<file path="config.mk">
export PLATFORM = sky130hd
export DESIGN_NAME = tspc_top
export DESIGN_NICKNAME = d
export VERILOG_FILES = /design/src/core/tspc_pkg.sv /design/src/core/tspc_irq.sv /design/src/core/tspc_top.sv
export VERILOG_INCLUDE_DIRS = /design/src /design/src/core
export SDC_FILE = /design/constraint.sdc
export NUM_CORES = 1
export LEC_CHECK = 0
export BUFFER_PORTS_ARGS = -buffer_cell sky130_fd_sc_hd__buf_4
export CORE_MARGIN = 5
export CORE_UTILIZATION = 40
export DETAILED_ROUTE_END_ITERATION = 16
export GPL_ROUTABILITY_DRIVEN = 0
export PLACE_DENSITY = 0.76
export SYNTH_ARGS = -nofsm -noshare
export SYNTH_HDL_FRONTEND = slang
export SYNTH_SLANG_ARGS = --single-unit
</file>
<file path="constraint.sdc">
create_clock -name core_clk -period 3.5 [get_ports core_clk]
set_clock_uncertainty 0.15 [all_clocks]
set_input_delay 0.875 -clock core_clk [delete_from_list [all_inputs] [get_ports core_clk]]
set_output_delay 0.875 -clock core_clk [all_outputs]
set_load 0.01 [all_outputs]
</file>
<file path="src/core/tspc_params.svh">
`ifndef TSPC_PARAMS_SVH
`define TSPC_PARAMS_SVH

// register offsets (word index on the register port)
`define TSPC_OFF_CORE_CONTROL    4'h0
`define TSPC_OFF_STATUS_WORD     4'h1
`define TSPC_OFF_TRAP_CONTROL    4'h2
`define TSPC_OFF_IRQ_STATUS      4'h3
`define TSPC_OFF_IRQ_MASK        4'h4

// core_control fields
`define TSPC_POS_PRIO_TOP        3

// cpu_status_word fields
`define TSPC_POS_PRIO_LOW_LSB    5
`define TSPC_POS_PRIO_LOW_MSB    7

// interrupt_trap_control_one fields
`define TSPC_POS_NEST_DIS        15
`define TSPC_POS_A_OVF_CAUSE     14
`define TSPC_POS_B_OVF_CAUSE     13
`define TSPC_POS_A_CAT_CAUSE     12
`define TSPC_POS_B_CAT_CAUSE     11
`define TSPC_POS_A_OVF_EN        10
`define TSPC_POS_B_OVF_EN        9
`define TSPC_POS_CAT_EN          8
`define TSPC_POS_SHIFT_CAUSE     7
`define TSPC_POS_DIV0_CAUSE      6
`define TSPC_POS_UNUSED          5
`define TSPC_POS_ARITH_FLAG      4
`define TSPC_POS_ACCESS_FLAG     3

// irq status / mask fields
`define TSPC_POS_IRQ_ARITH       0
`define TSPC_POS_IRQ_ACCESS      1

// reset values
`define TSPC_RST_WORD            16'h0000
`define TSPC_RST_PRIO_LOW        3'h0
`define TSPC_RST_IRQ_MASK        2'h0

// level at which user interrupts are already shut out
`define TSPC_PRIO_LOW_MAX        3'h7

`endif

</file>
<file path="src/core/tspc_pkg.sv">
package tspc_pkg;

   typedef logic [15:0] tspc_word_t;
   typedef logic [3:0]  tspc_prio_t;

   // order of the sticky cause flags inside the trap block
   typedef enum logic [2:0] {
      TSPC_F_A_OVF   = 3'h0,
      TSPC_F_B_OVF   = 3'h1,
      TSPC_F_A_CAT   = 3'h2,
      TSPC_F_B_CAT   = 3'h3,
      TSPC_F_SHIFT   = 3'h4,
      TSPC_F_DIV0    = 3'h5,
      TSPC_F_ARITH   = 3'h6,
      TSPC_F_ACCESS  = 3'h7
   } tspc_flag_t;

endpackage

</file>
<file path="src/core/tspc_irq.sv">
`timescale 1ns/100ps
`default_nettype none

module tspc_irq
   import tspc_pkg::*;
#(
   parameter int N_EVENTS = 2
)
(
   // clock and reset
   input  wire logic                core_clk,
   input  wire logic                reset_n,
   // event pulses
   input  wire logic [N_EVENTS-1:0] event_pulse,
   // software access
   input  wire logic                status_wr,
   input  wire logic                mask_wr,
   input  wire logic [N_EVENTS-1:0] wr_bits,
   // state
   output logic      [N_EVENTS-1:0] status,
   output logic      [N_EVENTS-1:0] mask,
   output logic                     irq
);

   if (N_EVENTS < 1 || N_EVENTS > 16)
   begin : g_check
      $error("tspc_irq: N_EVENTS must lie in 1..16");
   end

   ////////////////////////////////////////////////////////////////////////////
   logic [N_EVENTS-1:0] status_q;
   logic [N_EVENTS-1:0] status_d;
   logic [N_EVENTS-1:0] mask_q;
   logic [N_EVENTS-1:0] mask_d;
   logic                irq_q;

   // write one to clear; an event in the same cycle wins over the clear
   for (genvar i = 0; i < N_EVENTS; i++)
   begin : g_flag
      assign status_d[i] = event_pulse[i] | (status_q[i] & ~(status_wr & wr_bits[i]));
   end

   assign mask_d = mask_wr ? wr_bits : mask_q;

   // irq follows the next state so it rises with the status bit
   always_ff @(posedge core_clk)
   begin
      if (!reset_n)
      begin
         status_q <= '0;
         mask_q   <= '0;
         irq_q    <= 1'b0;
      end
      else
      begin
         status_q <= status_d;
         mask_q   <= mask_d;
         irq_q    <= |(status_d & mask_d);
      end
   end

   assign status = status_q;
   assign mask   = mask_q;
   assign irq    = irq_q;

endmodule

`default_nettype wire

</file>
<file path="src/core/tspc_top.sv">
// Notes on behaviour
// - top priority bit reads 1 when cpu level exceeds 7, else 0.
// - cpu level is the top bit placed above status word bits 7 to 5.
// - nesting disable bit 15: one stops nesting, zero lets interrupts nest.
// - accumulator A or B overflow trap sets cause bit 14 or 13.
// - catastrophic overflow trap of A or B sets cause bit 12 or 11.
// - overflow trap of A needs enable bit 10, of B enable bit 9.
// - catastrophic overflow traps only while enable bit 8 is one.
// - invalid accumulator shift math trap sets cause bit 7.
// - divide by zero math trap sets cause bit 6.
// - any math trap sets arithmetic trap flag bit 4.
// - address error trap sets flag bit 3.
// - trap control bit 5 reads zero and ignores writes.
// - low priority bits are read-only while nesting is disabled.
// - all user interrupts are blocked while the top priority bit is one.
// - software can never set the top priority bit.
//
// Decided for this implementation: the strobed register port and the address map.

`timescale 1ns/100ps
`default_nettype none
`include "tspc_params.svh"

module tspc_top
   import tspc_pkg::*;
#(
   parameter int ADDR_W = 4
)
(
   // clock and reset
   input  wire logic              core_clk,
   input  wire logic              reset_n,
   // register port
   input  wire logic [ADDR_W-1:0] reg_addr,
   input  wire logic [15:0]       reg_wdata,
   input  wire logic              reg_wr,
   input  wire logic              reg_rd,
   output logic      [15:0]       reg_rdata,
   // priority load from the interrupt and trap sequencer
   input  wire logic              priority_load,
   input  wire logic [3:0]        priority_new,
   // trap events from execution and math units
   input  wire logic              acc_a_overflow,
   input  wire logic              acc_b_overflow,
   input  wire logic              acc_a_catastrophic,
   input  wire logic              acc_b_catastrophic,
   input  wire logic              bad_shift,
   input  wire logic              divide_zero,
   input  wire logic              bad_access,
   // trap requests and priority state
   output logic                   arith_trap_req,
   output logic                   bad_access_trap_req,
   output logic      [3:0]        cpu_priority_level,
   output logic                   priority_top_bit,
   output logic                   user_irq_block,
   output logic                   nesting_disable,
   // interrupt
   output logic                   irq
);

   if (ADDR_W < 3 || ADDR_W > 16)
   begin : g_check
      $error("tspc_top: ADDR_W must lie in 3..16");
   end

   ////////////////////////////////////////////////////////////////////////////
   // decoding

   // one address compare, shared by the write and the read side
   function automatic logic addr_hit(input logic [ADDR_W-1:0] a, input logic [3:0] off);
      addr_hit = (a == ADDR_W'(off));
   endfunction

   // bit position of each sticky cause flag in the trap control word
   function automatic int flag_pos(input int idx);
      case (idx)
         0:       flag_pos = `TSPC_POS_A_OVF_CAUSE;
         1:       flag_pos = `TSPC_POS_B_OVF_CAUSE;
         2:       flag_pos = `TSPC_POS_A_CAT_CAUSE;
         3:       flag_pos = `TSPC_POS_B_CAT_CAUSE;
         4:       flag_pos = `TSPC_POS_SHIFT_CAUSE;
         5:       flag_pos = `TSPC_POS_DIV0_CAUSE;
         6:       flag_pos = `TSPC_POS_ARITH_FLAG;
         default: flag_pos = `TSPC_POS_ACCESS_FLAG;
      endcase
   endfunction

   wire logic hit_core   = addr_hit(reg_addr, `TSPC_OFF_CORE_CONTROL);
   wire logic hit_status = addr_hit(reg_addr, `TSPC_OFF_STATUS_WORD);
   wire logic hit_trap   = addr_hit(reg_addr, `TSPC_OFF_TRAP_CONTROL);
   wire logic hit_istat  = addr_hit(reg_addr, `TSPC_OFF_IRQ_STATUS);
   wire logic hit_imask  = addr_hit(reg_addr, `TSPC_OFF_IRQ_MASK);

   wire logic wr_core   = reg_wr & hit_core;
   wire logic wr_status = reg_wr & hit_status;
   wire logic wr_trap   = reg_wr & hit_trap;
   wire logic wr_istat  = reg_wr & hit_istat;
   wire logic wr_imask  = reg_wr & hit_imask;

   ////////////////////////////////////////////////////////////////////////////
   // state

   logic       prio_top_q;
   logic       prio_top_d;
   logic [2:0] prio_low_q;
   logic [2:0] prio_low_d;
   logic       nest_dis_q;
   logic       nest_dis_d;
   logic       en_a_ovf_q;
   logic       en_b_ovf_q;
   logic       en_cat_q;
   logic       en_a_ovf_d;
   logic       en_b_ovf_d;
   logic       en_cat_d;
   logic [7:0] flag_q;
   logic [7:0] flag_d;
   logic [7:0] flag_set;
   logic       arith_req_q;
   logic       access_req_q;
   logic [3:0] level_q;
   logic       block_q;
   logic [15:0] rdata_q;

   ////////////////////////////////////////////////////////////////////////////
   // trap qualification

   // overflow events only count while their enable is set
   wire logic trap_a_ovf = acc_a_overflow & en_a_ovf_q;
   wire logic trap_b_ovf = acc_b_overflow & en_b_ovf_q;
   wire logic trap_a_cat = acc_a_catastrophic & en_cat_q;
   wire logic trap_b_cat = acc_b_catastrophic & en_cat_q;

   // every qualified accumulator, shift or divide event is a math trap
   wire logic trap_arith = trap_a_ovf | trap_b_ovf | trap_a_cat | trap_b_cat
                         | bad_shift | divide_zero;

   assign flag_set[TSPC_F_A_OVF]  = trap_a_ovf;
   assign flag_set[TSPC_F_B_OVF]  = trap_b_ovf;
   assign flag_set[TSPC_F_A_CAT]  = trap_a_cat;
   assign flag_set[TSPC_F_B_CAT]  = trap_b_cat;
   assign flag_set[TSPC_F_SHIFT]  = bad_shift;
   assign flag_set[TSPC_F_DIV0]   = divide_zero;
   assign flag_set[TSPC_F_ARITH]  = trap_arith;
   assign flag_set[TSPC_F_ACCESS] = bad_access;

   // sticky: a set in the same cycle as a software write of zero wins
   for (genvar i = 0; i < 8; i++)
   begin : g_flag
      assign flag_d[i] = flag_set[i] | (wr_trap ? reg_wdata[flag_pos(i)] : flag_q[i]);
   end

   // enables and nesting control are plain read/write bits
   assign nest_dis_d = wr_trap ? reg_wdata[`TSPC_POS_NEST_DIS] : nest_dis_q;
   assign en_a_ovf_d = wr_trap ? reg_wdata[`TSPC_POS_A_OVF_EN] : en_a_ovf_q;
   assign en_b_ovf_d = wr_trap ? reg_wdata[`TSPC_POS_B_OVF_EN] : en_b_ovf_q;
   assign en_cat_d   = wr_trap ? reg_wdata[`TSPC_POS_CAT_EN] : en_cat_q;

   ////////////////////////////////////////////////////////////////////////////
   // priority level

   // software may only clear the top bit; the sequencer load has priority,
   // so a trap entry in the same cycle is never undone by a write
   wire logic top_sw_clr = wr_core & ~reg_wdata[`TSPC_POS_PRIO_TOP];

   assign prio_top_d = priority_load ? priority_new[3]
                     : (top_sw_clr ? 1'b0 : prio_top_q);

   // low bits freeze against software while nesting is disabled
   wire logic low_sw_wr = wr_status & ~nest_dis_q;

   assign prio_low_d = priority_load ? priority_new[2:0]
                     : (low_sw_wr ? reg_wdata[`TSPC_POS_PRIO_LOW_MSB:`TSPC_POS_PRIO_LOW_LSB]
                                  : prio_low_q);

   // level above 7 exactly when the top bit is set
   wire logic [3:0] level_d = {prio_top_d, prio_low_d};

   // top bit shuts out all user interrupts; level 7 does so as well
   wire logic block_d = prio_top_d | (prio_low_d == `TSPC_PRIO_LOW_MAX);

   ////////////////////////////////////////////////////////////////////////////
   // read path

   wire logic [15:0] core_word = 16'(prio_top_q) << `TSPC_POS_PRIO_TOP;

   wire logic [15:0] status_word = 16'(prio_low_q) << `TSPC_POS_PRIO_LOW_LSB;

   logic [15:0] trap_word;
   logic [1:0]  irq_status;
   logic [1:0]  irq_mask;

   // bit 5 and bits 2..0 are left at zero
   always_comb
   begin
      trap_word = `TSPC_RST_WORD;
      trap_word[`TSPC_POS_NEST_DIS] = nest_dis_q;
      trap_word[`TSPC_POS_A_OVF_EN] = en_a_ovf_q;
      trap_word[`TSPC_POS_B_OVF_EN] = en_b_ovf_q;
      trap_word[`TSPC_POS_CAT_EN]   = en_cat_q;
      for (int i = 0; i < 8; i++)
      begin
         trap_word[flag_pos(i)] = flag_q[i];
      end
   end

   // unmapped addresses read as zero
   wire logic [15:0] rd_mux = hit_core   ? core_word
                            : hit_status ? status_word
                            : hit_trap   ? trap_word
                            : hit_istat  ? 16'(irq_status)
                            : hit_imask  ? 16'(irq_mask)
                            : `TSPC_RST_WORD;

   ////////////////////////////////////////////////////////////////////////////
   // registers

   // reset clears all flags and enables
   always_ff @(posedge core_clk)
   begin
      if (!reset_n)
      begin
         flag_q     <= '0;
         nest_dis_q <= 1'b0;
         en_a_ovf_q <= 1'b0;
         en_b_ovf_q <= 1'b0;
         en_cat_q   <= 1'b0;
      end
      else
      begin
         flag_q     <= flag_d;
         nest_dis_q <= nest_dis_d;
         en_a_ovf_q <= en_a_ovf_d;
         en_b_ovf_q <= en_b_ovf_d;
         en_cat_q   <= en_cat_d;
      end
   end

   // priority state and its registered views
   always_ff @(posedge core_clk)
   begin
      if (!reset_n)
      begin
         prio_top_q <= 1'b0;
         prio_low_q <= `TSPC_RST_PRIO_LOW;
         level_q    <= '0;
         block_q    <= 1'b0;
      end
      else
      begin
         prio_top_q <= prio_top_d;
         prio_low_q <= prio_low_d;
         level_q    <= level_d;
         block_q    <= block_d;
      end
   end

   // trap requests copy the events one cycle later and stay high as long as the event does
   always_ff @(posedge core_clk)
   begin
      if (!reset_n)
      begin
         arith_req_q  <= 1'b0;
         access_req_q <= 1'b0;
      end
      else
      begin
         arith_req_q  <= trap_arith;
         access_req_q <= bad_access;
      end
   end

   // read data stand only in the cycle after the strobe
   always_ff @(posedge core_clk)
   begin
      if (!reset_n)
      begin
         rdata_q <= `TSPC_RST_WORD;
      end
      else
      begin
         rdata_q <= reg_rd ? rd_mux : `TSPC_RST_WORD;
      end
   end

   ////////////////////////////////////////////////////////////////////////////
   // interrupt

   wire logic [1:0] irq_events = {bad_access, trap_arith};

   tspc_irq #(
      .N_EVENTS (2)
   ) u_irq (
      .core_clk    (core_clk),
      .reset_n     (reset_n),
      .event_pulse (irq_events),
      .status_wr   (wr_istat),
      .mask_wr     (wr_imask),
      .wr_bits     (reg_wdata[1:0]),
      .status      (irq_status),
      .mask        (irq_mask),
      .irq         (irq)
   );

   ////////////////////////////////////////////////////////////////////////////
   // outputs

   assign reg_rdata           = rdata_q;
   assign arith_trap_req      = arith_req_q;
   assign bad_access_trap_req = access_req_q;
   assign cpu_priority_level  = level_q;
   assign priority_top_bit    = prio_top_q;
   assign user_irq_block      = block_q;
   assign nesting_disable     = nest_dis_q;

endmodule

`default_nettype wire

</file>
Word level (Yosys, flattened, before mapping). Cells that the tools add are included.

Flip-flop bits (word level): 44. Memory bits (writable): 0. Memories: 0. Word-level logic and storage cells: 87. Latch bits: 0. ROM bits: 0.

Bitwise operators: 38. Equality and inequality tests: 5. Div/mod/pow operators: 0. $add $sub $neg: 0. Magnitude comparators: 0. Multipliers: 0. Reductions and logical operators: 7. Multiplexer cells: 18. Shift-type cells: 0.

Operators with widths (count): two-way mux 16 bit (2); OR 1 bit (16); AND 1 bit (15); two-way mux 1 bit (10); == test 4 x 2 -> 1 bit, second input constant (2); two-way mux 8 bit (1); two-way mux 3 bit (2); NOT 1 bit (6); OR reduction 6 bit (1); OR reduction 5 bit (1); == test 4 x 1 -> 1 bit, second input constant (1); == test 4 x 3 -> 1 bit, second input constant (1); logical NOT 4 bit (1); two-way mux 2 bit (2); two-way mux 4 bit (1); OR reduction 4 bit (1); == test 3 bit, second input constant (1); OR reduction 3 bit (1); AND 2 bit (1); AND reduction 2 bit (1); OR reduction 2 bit (1).

Longest topological paths before layout. Gate-level depths: netlist of the first run.

Depth after elaboration: 9. Mapped depth: 7. Depth with buffers taken out: 4.

Hierarchy. Synthesis of the first run repeated with hierarchy kept, for this count alone.

Cell total of the unflattened synthesis: 150. Area, all modules: 1520.2 um^2.

By module, submodules not included: tspc_top (area each 1350.0 um^2, cells an instance 132, times used 1, sequential area each 680.7 um^2); tspc_irq (area each 170.2 um^2, cells an instance 18, times used 1, sequential area each 100.1 um^2).

Worst setup path after synthesis of the first run. Ideal clock, no wire load.

Path type: input to register. From: in reg_addr[0]. To: reg block_q (netlist: user_irq_block). Library setup time: 0.136 ns. Path slack: 1.462 ns. Stages: 5. Arrival time: 1.753 ns. Cells stage by stage: buf_6 and4bb_4 and3_1 o311ai_1 o32ai_1.

Cells in the longest elaborated chain, start to end: 7. Elaborated cells on any way between the ends: 12. Those cells by class: 2 x eq/ne; 4 x mux; 5 x bitwise; 1 x reduce/logical.

RTL lines: from (decl) (RTL line tspc_top.sv:34) `input wire logic [ADDR_W-1:0] reg_addr,`; == test 4 x 1 -> 1 bit (RTL line tspc_top.sv:71) `addr_hit = (a == ADDR_W'(off));`; AND 1 bit (RTL line tspc_top.sv:95) `wire logic wr_status = reg_wr & hit_status;`; AND 1 bit (RTL line tspc_top.sv:169) `wire logic low_sw_wr = wr_status & ~nest_dis_q;`; two-way mux 3 bit (RTL line tspc_top.sv:172) `` : (low_sw_wr ? reg_wdata[`TSPC_POS_PRIO_LOW_MSB:`TSPC_POS_PRIO_LOW_LSB] ``; two-way mux 3 bit (RTL line tspc_top.sv:171) `assign prio_low_d = priority_load ? priority_new[2:0]`; == test 3 bit (no line); OR 1 bit * (RTL line tspc_top.sv:179) `` wire logic block_d = prio_top_d | (prio_low_d == `TSPC_PRIO_LOW_MAX); ``; to (signal assigned) (RTL line tspc_top.sv:253) `block_q <= block_d;`; to (decl) (RTL line tspc_top.sv:121) `logic block_q;`.

Mark *: on every way between the ends. The rest lies on a longest branch, timed or not. A chain may end at the register's enable or synchronous reset.

Final worst setup path of the first run.
From: in reg_addr[1]. To: reg flag_q[6].

Cells in the longest elaborated chain, start to end: 4.

RTL lines: == test 4 x 2 -> 1 bit (RTL line tspc_top.sv:71); AND 1 bit (RTL line tspc_top.sv:96) `wire logic wr_trap = reg_wr & hit_trap;`; two-way mux 1 bit (RTL line tspc_top.sv:149) `assign flag_d[i] = flag_set[i] | (wr_trap ? reg_wdata[flag_pos(i)] : flag_q[i]);`; OR 1 bit (RTL line tspc_top.sv:149); to (signal assigned) (RTL line tspc_top.sv:230) `flag_q <= flag_d;`; to (decl) (RTL line tspc_top.sv:115) `logic [7:0] flag_q;`.

No other way between the ends.

==> impl_metrics.ini, run 1 <==
[run]
maxCapViolCount = 0

[clock_network]
h-tree-depth = 2
clk_latency_ps = 280
cts_tree = done
clockBufferDepth = 2
numCtsBuffers = 5
cts_sinks = 39
cts_setup_buffers = 0
cts-root-buf = clkbuf_8
clk_transition_reported_paths_ps = 70
cts_resized = 0
cts_hold_buf = 0

[worst_setup_path]
critical_path_class = in -> reg
end_kind = register
critPathMaxFanout = 12
arrival_ps = 2290
critPathLaunchType = input port
crit_required_ps = 3530

[sta]
finalSetupViolCount = 0
fin_setup_tns_ps = 0
min_period_ps = 2260
drv_slew = 0
max_freq_mhz = 442
rsz0062_at_grt = no
hold_violations = 0
fin_crit_sh_pct = 64.6
worstMarginPinSlew_ps = 580
maxSlewHeadroom_pct = 61.3

[synth]
yosys.area_share.xor_xnor_pct = 0
yosys-top-cells-area = dfxtp_1, mux2i_1, a21oi_1
synth_seq_cells = 39
synth_top_family_by_area = simple AND/OR/NAND/NOR gates
synthCells = 155
synth_flop_cell = dfxtp_1
ys_seq_area_share_pct = 51.0
syn_area_um2 = 1530
yosysTopAreaCell = dfxtp_1
synth-edff-count = 0
synth.distinct_cells = 33
avgSynthCellArea_um2 = 9.88
async_flop_share_pct = 0
synthAdderAreaFrac_pct = 0
yosys_warnings = 0
synth_top_area_share_pct = 51.0
synth-compound-area-share_pct = 12.7
synth_fp_nets = 191
synth.mux.area_fraction_pct = 7.52
synth-simple-area-share_pct = 22.6

[finish]
final_cells = 262
n_antenna_cell = 0
area_growth_pct = 35.5
multiInputGateArea_um2 = 661
drive_gt1_share_pct = 34.1
fin_nets = 249
design_area_um2 = 2070
regArea_um2 = 781
nFillCells = 382

[global_routing]
grt-ovfl-total = 0
grt_max_degree = 21
grt_pass1_wl_um = 5850
first_global_vias = 1302
grt_antenna_before_repair = 0
track_usage_pct = 14.7

[floorplan]
ios = 62
die_w_um = 71.9
core_um2 = 3690
initial_core_util_pct = 41.5
rows = 22
die_h_um = 71.9
die-area_um2 = 5170

[detailed_routing]
vias = 1235
wl_met3_um = 276
avgRoutedWirePerCell_um = 13.5
dr.first_iter.drc_count = 54
wl_met1_um = 1580
ant_nets = 0
drc = 0
wirelength_um = 3540
wl_met2_um = 1670
viasPerCell = 4.71
dr.pass1.iters = 4
top_layer = met4

[power]
p_leak_nw = 0.984
ir_drop_uv = 270
pwr_density_cell_nw_per_um2 = 427

[worst_hold_path]
hold_path_class = reg -> reg

[outcome]
status = complete, no violations

[place]
hpwl_um = 2760
place_area_um2 = 1970
port-buffer-count = 59
place_inst = 254
## synth_stat cells (2+ instances only)
cell type / number
o32ai_1: 2
mux2i_1: 10
and2_1: 10
nor3_1: 2
nor3b_4: 2
nand2b_1: 3
nand3_1: 4
a211oi_1: 2
buf_6: 2
nand4_1: 2
a21boi_0: 3
dfxtp_1: 39
buf_4: 4
nor2b_1: 2
nand3b_1: 2
inv_1: 8
a21oi_1: 13
and3_1: 3
o31ai_1: 2
clkbuf_1: 2
nor2_1: 14
nand2_1: 10
a22oi_1: 4
## final timing paths
| check | depth (start not counted) | startpoint | slack, ps | to |
|---|---|---|---|---|
| worst min-delay path | 1 | flag_q[1] | 310 | reg_rdata[13] |
| worst max register to register | 4 | nesting_disable | 1900 | user_irq_block |
| worst max-delay path | 5 | reg_addr[1] | 1240 | flag_q[6] |
| worst min register to register | 1 | flag_q[1] | 310 | reg_rdata[13] |
## layout by cell type (no fill, tap or decap), types with 4 or more instances in the layout
cell      count
a21oi_1      13
a22oi_1       4
and2_1       10
buf_4        59
clkbuf_8      7
dfxtp_1      39
inv_1         8
mux2i_1      10
nand2_1      10
nand3_1       4
nor2_1       14
## cell families after synthesis
kind of cell	Yosys count
other	1
buffers and inverters	16
AOI/OAI and AO/OA	30
DFF	39
muxes	11
and+or+nand+nor	58
## metrics by stage
stage	utilization [%]	worst slack (ps)	hold slack [ps]	total power, mW
floorplan	-	1460	280	0.521
global placement	53.5	962	285	0.568
detailed placement	53.5	947	295	0.570
CTS	56.2	1260	312	0.897
global route	56.2	1150	332	0.930
finish	56.2	1240	310	0.885
## power breakdown
| part | internal (mW) | switching, mW | total, mW | leakage, nW |
|---|---|---|---|---|
| clock | 0.180 | 0.146 | 0.326 | 0.0515 |
| combinational | 0.0519 | 0.0439 | 0.0958 | 0.614 |
| sequential | 0.457 | 0.00708 | 0.464 | 0.318 |
## layer usage
metal	GRT usage [%]	vias to the layer above
met1	18.0	550
met5	0	-
met3	6.03	2
met4	5.43	0
li1	-	642
met2	23.2	41
## worst max-delay path: stages
cell,delay [ps]
buf_4,150
nor2b_1,500
nand2_4,240
mux2_4,350
o21a_1,170
## area by class of cell
class | instances | share of cell area (%)
Timing Repair Buffer | 59 | 21.4
Tap cell | 48 | 2.90
Inverter | 8 | 1.45
Multi-Input combinational cell | 100 | 31.8
Clock buffer | 8 | 4.83
Sequential cell | 39 | 37.6
## sequential cells by signal, summed over array words and instances (netlist names)
register,cells
u_irq.irq,1
en_b_ovf_q,1
en_cat_q,1
en_a_ovf_q,1
flag_q,8
bad_access_trap_req,1
reg_rdata,15
cpu_priority_level,4
arith_trap_req,1
u_irq.status,2
u_irq.mask,2
nesting_disable,1
user_irq_block,1
Note: power is estimated with default switching activity, not from simulation.
==> inputs of run 2 (changes only) <==
PLACE_DENSITY = 0.79   (was 0.76)
clock period = 2 ns   (was 3.5 ns; I/O delays follow)
==> run 2 against run 1 <==
Flip-flop and latch count did not move. Non-clock buffer count up 5. Critical path depth is the same. Sequential power is 75% higher. Largest cell class unchanged. Cell count rose by 1.9%. Critical path type unchanged.
==> impl_metrics.ini, run 2 (same netlist as run 1, synthesis figures left out) <==
[outcome]
status = complete, no violations

[floorplan]
die_w_um = 71.9
die_h_um = 71.9
core_um2 = 3690
ios = 62
rows = 22
die-area_um2 = 5170
initial_core_util_pct = 41.5

[sta]
max_freq_mhz = 632
hold_violations = 0
rsz0062_at_grt = no
finalSetupViolCount = 0
fin_setup_tns_ps = 0
min_period_ps = 1580
fin_crit_sh_pct = 79.1
drv_slew = 0

[clock_network]
clockBufferDepth = 2
clk_latency_ps = 280
cts-root-buf = clkbuf_8
cts_setup_buffers = 0
cts_sinks = 39
numCtsBuffers = 5
h-tree-depth = 2
clk_transition_reported_paths_ps = 70
cts_resized = 0
cts_hold_buf = 0
cts_tree = done

[place]
port-buffer-count = 59
place_area_um2 = 2010
hpwl_um = 2830

[finish]
mostFrequentLayoutCells = buf_4, dfxtp_1, nor2_1, a21oi_1
final_common_cell = buf_4
n_antenna_cell = 0
design_area_um2 = 2110
drive_gt1_share_pct = 35.6
area_growth_pct = 37.9
fin_nets = 254
largest_reg_flops = 15

[detailed_routing]
dr.first_iter.drc_count = 83
wirelength_um = 3580
vias = 1296
drc = 0
ant_nets = 0
dr.pass1.iters = 4
avgRoutedWirePerCell_um = 13.4
viasPerCell = 4.85

[worst_setup_path]
arrival_ps = 1600
critPathMaxFanout = 6
critPathLaunchType = input port
reg2reg_slack_ps = 460
end_kind = register
crit_required_ps = 2010
critical_path_class = in -> reg

[global_routing]
grt_max_degree = 21
grt-ovfl-total = 0
first_global_vias = 1241
grt_pass1_wl_um = 5740
track_usage_pct = 14.3
grt_antenna_before_repair = 0

[power]
ir_drop_uv = 445
finalPower_mw = 1.55
p_leak_nw = 1.01
pwr_density_cell_nw_per_um2 = 734

[run]
maxCapViolCount = 0

[worst_hold_path]
hold_path_class = in -> reg
==> run 2: layer usage <==
| metal | vias to the layer above | routed length (um) | share of wire (%) | track usage, % |
|---|---|---|---|---|
| li1 | 658 | - | - | - |
| met1 | 591 | 1540 | 43 | 17.2 |
| met2 | 41 | 1720 | 48 | 22.6 |
| met3 | 6 | 283 | 7.9 | 6.45 |
| met4 | 0 | 46 | 1.3 | 5.22 |
| met5 | - | 0 | 0 | 0 |
==> run 2: metrics by stage <==
step	util [%]	hold WS (ps)	instances	setup WS (ps)
finish	57.3	297	267	418
global route	57.3	305	267	327
CTS	57.3	290	267	415
detailed placement	54.5	290	259	115
global placement	54.5	283	259	112
floorplan	-	280	155	337
==> run 2: layout make-up <==
type                            count  area, um^2
Clock buffer                        8         100
Fill cell                         364        1580
Inverter                            8        30.0
Multi-Input combinational cell    100         661
Sequential cell                    39         781
Tap cell                           48        60.1
Timing Repair Buffer               64         480
==> run 2: critical path, stage by stage <==
cell and delay [ps]:
buf_4 130, and4bb_4 370, a21boi_0 90, o311ai_1 370
o32ai_1 130
==> run 2: report_power, final <==
part / total, mW / switching, mW / internal [mW]
registers: 0.811 / 0.0120 / 0.799
logic: 0.173 / 0.0778 / 0.0951
clock network: 0.566 / 0.252 / 0.314
total: 1.55 / 0.341 / 1.21
==> run 2: path summary, 6_finish.rpt <==
path,from,to,cells after the start
setup / recovery,reg_addr[3],user_irq_block,5
hold / removal,bad_access,u_irq.status[1],3
setup reg to reg,nesting_disable,user_irq_block,4
hold reg to reg,flag_q[3],reg_rdata[11],1
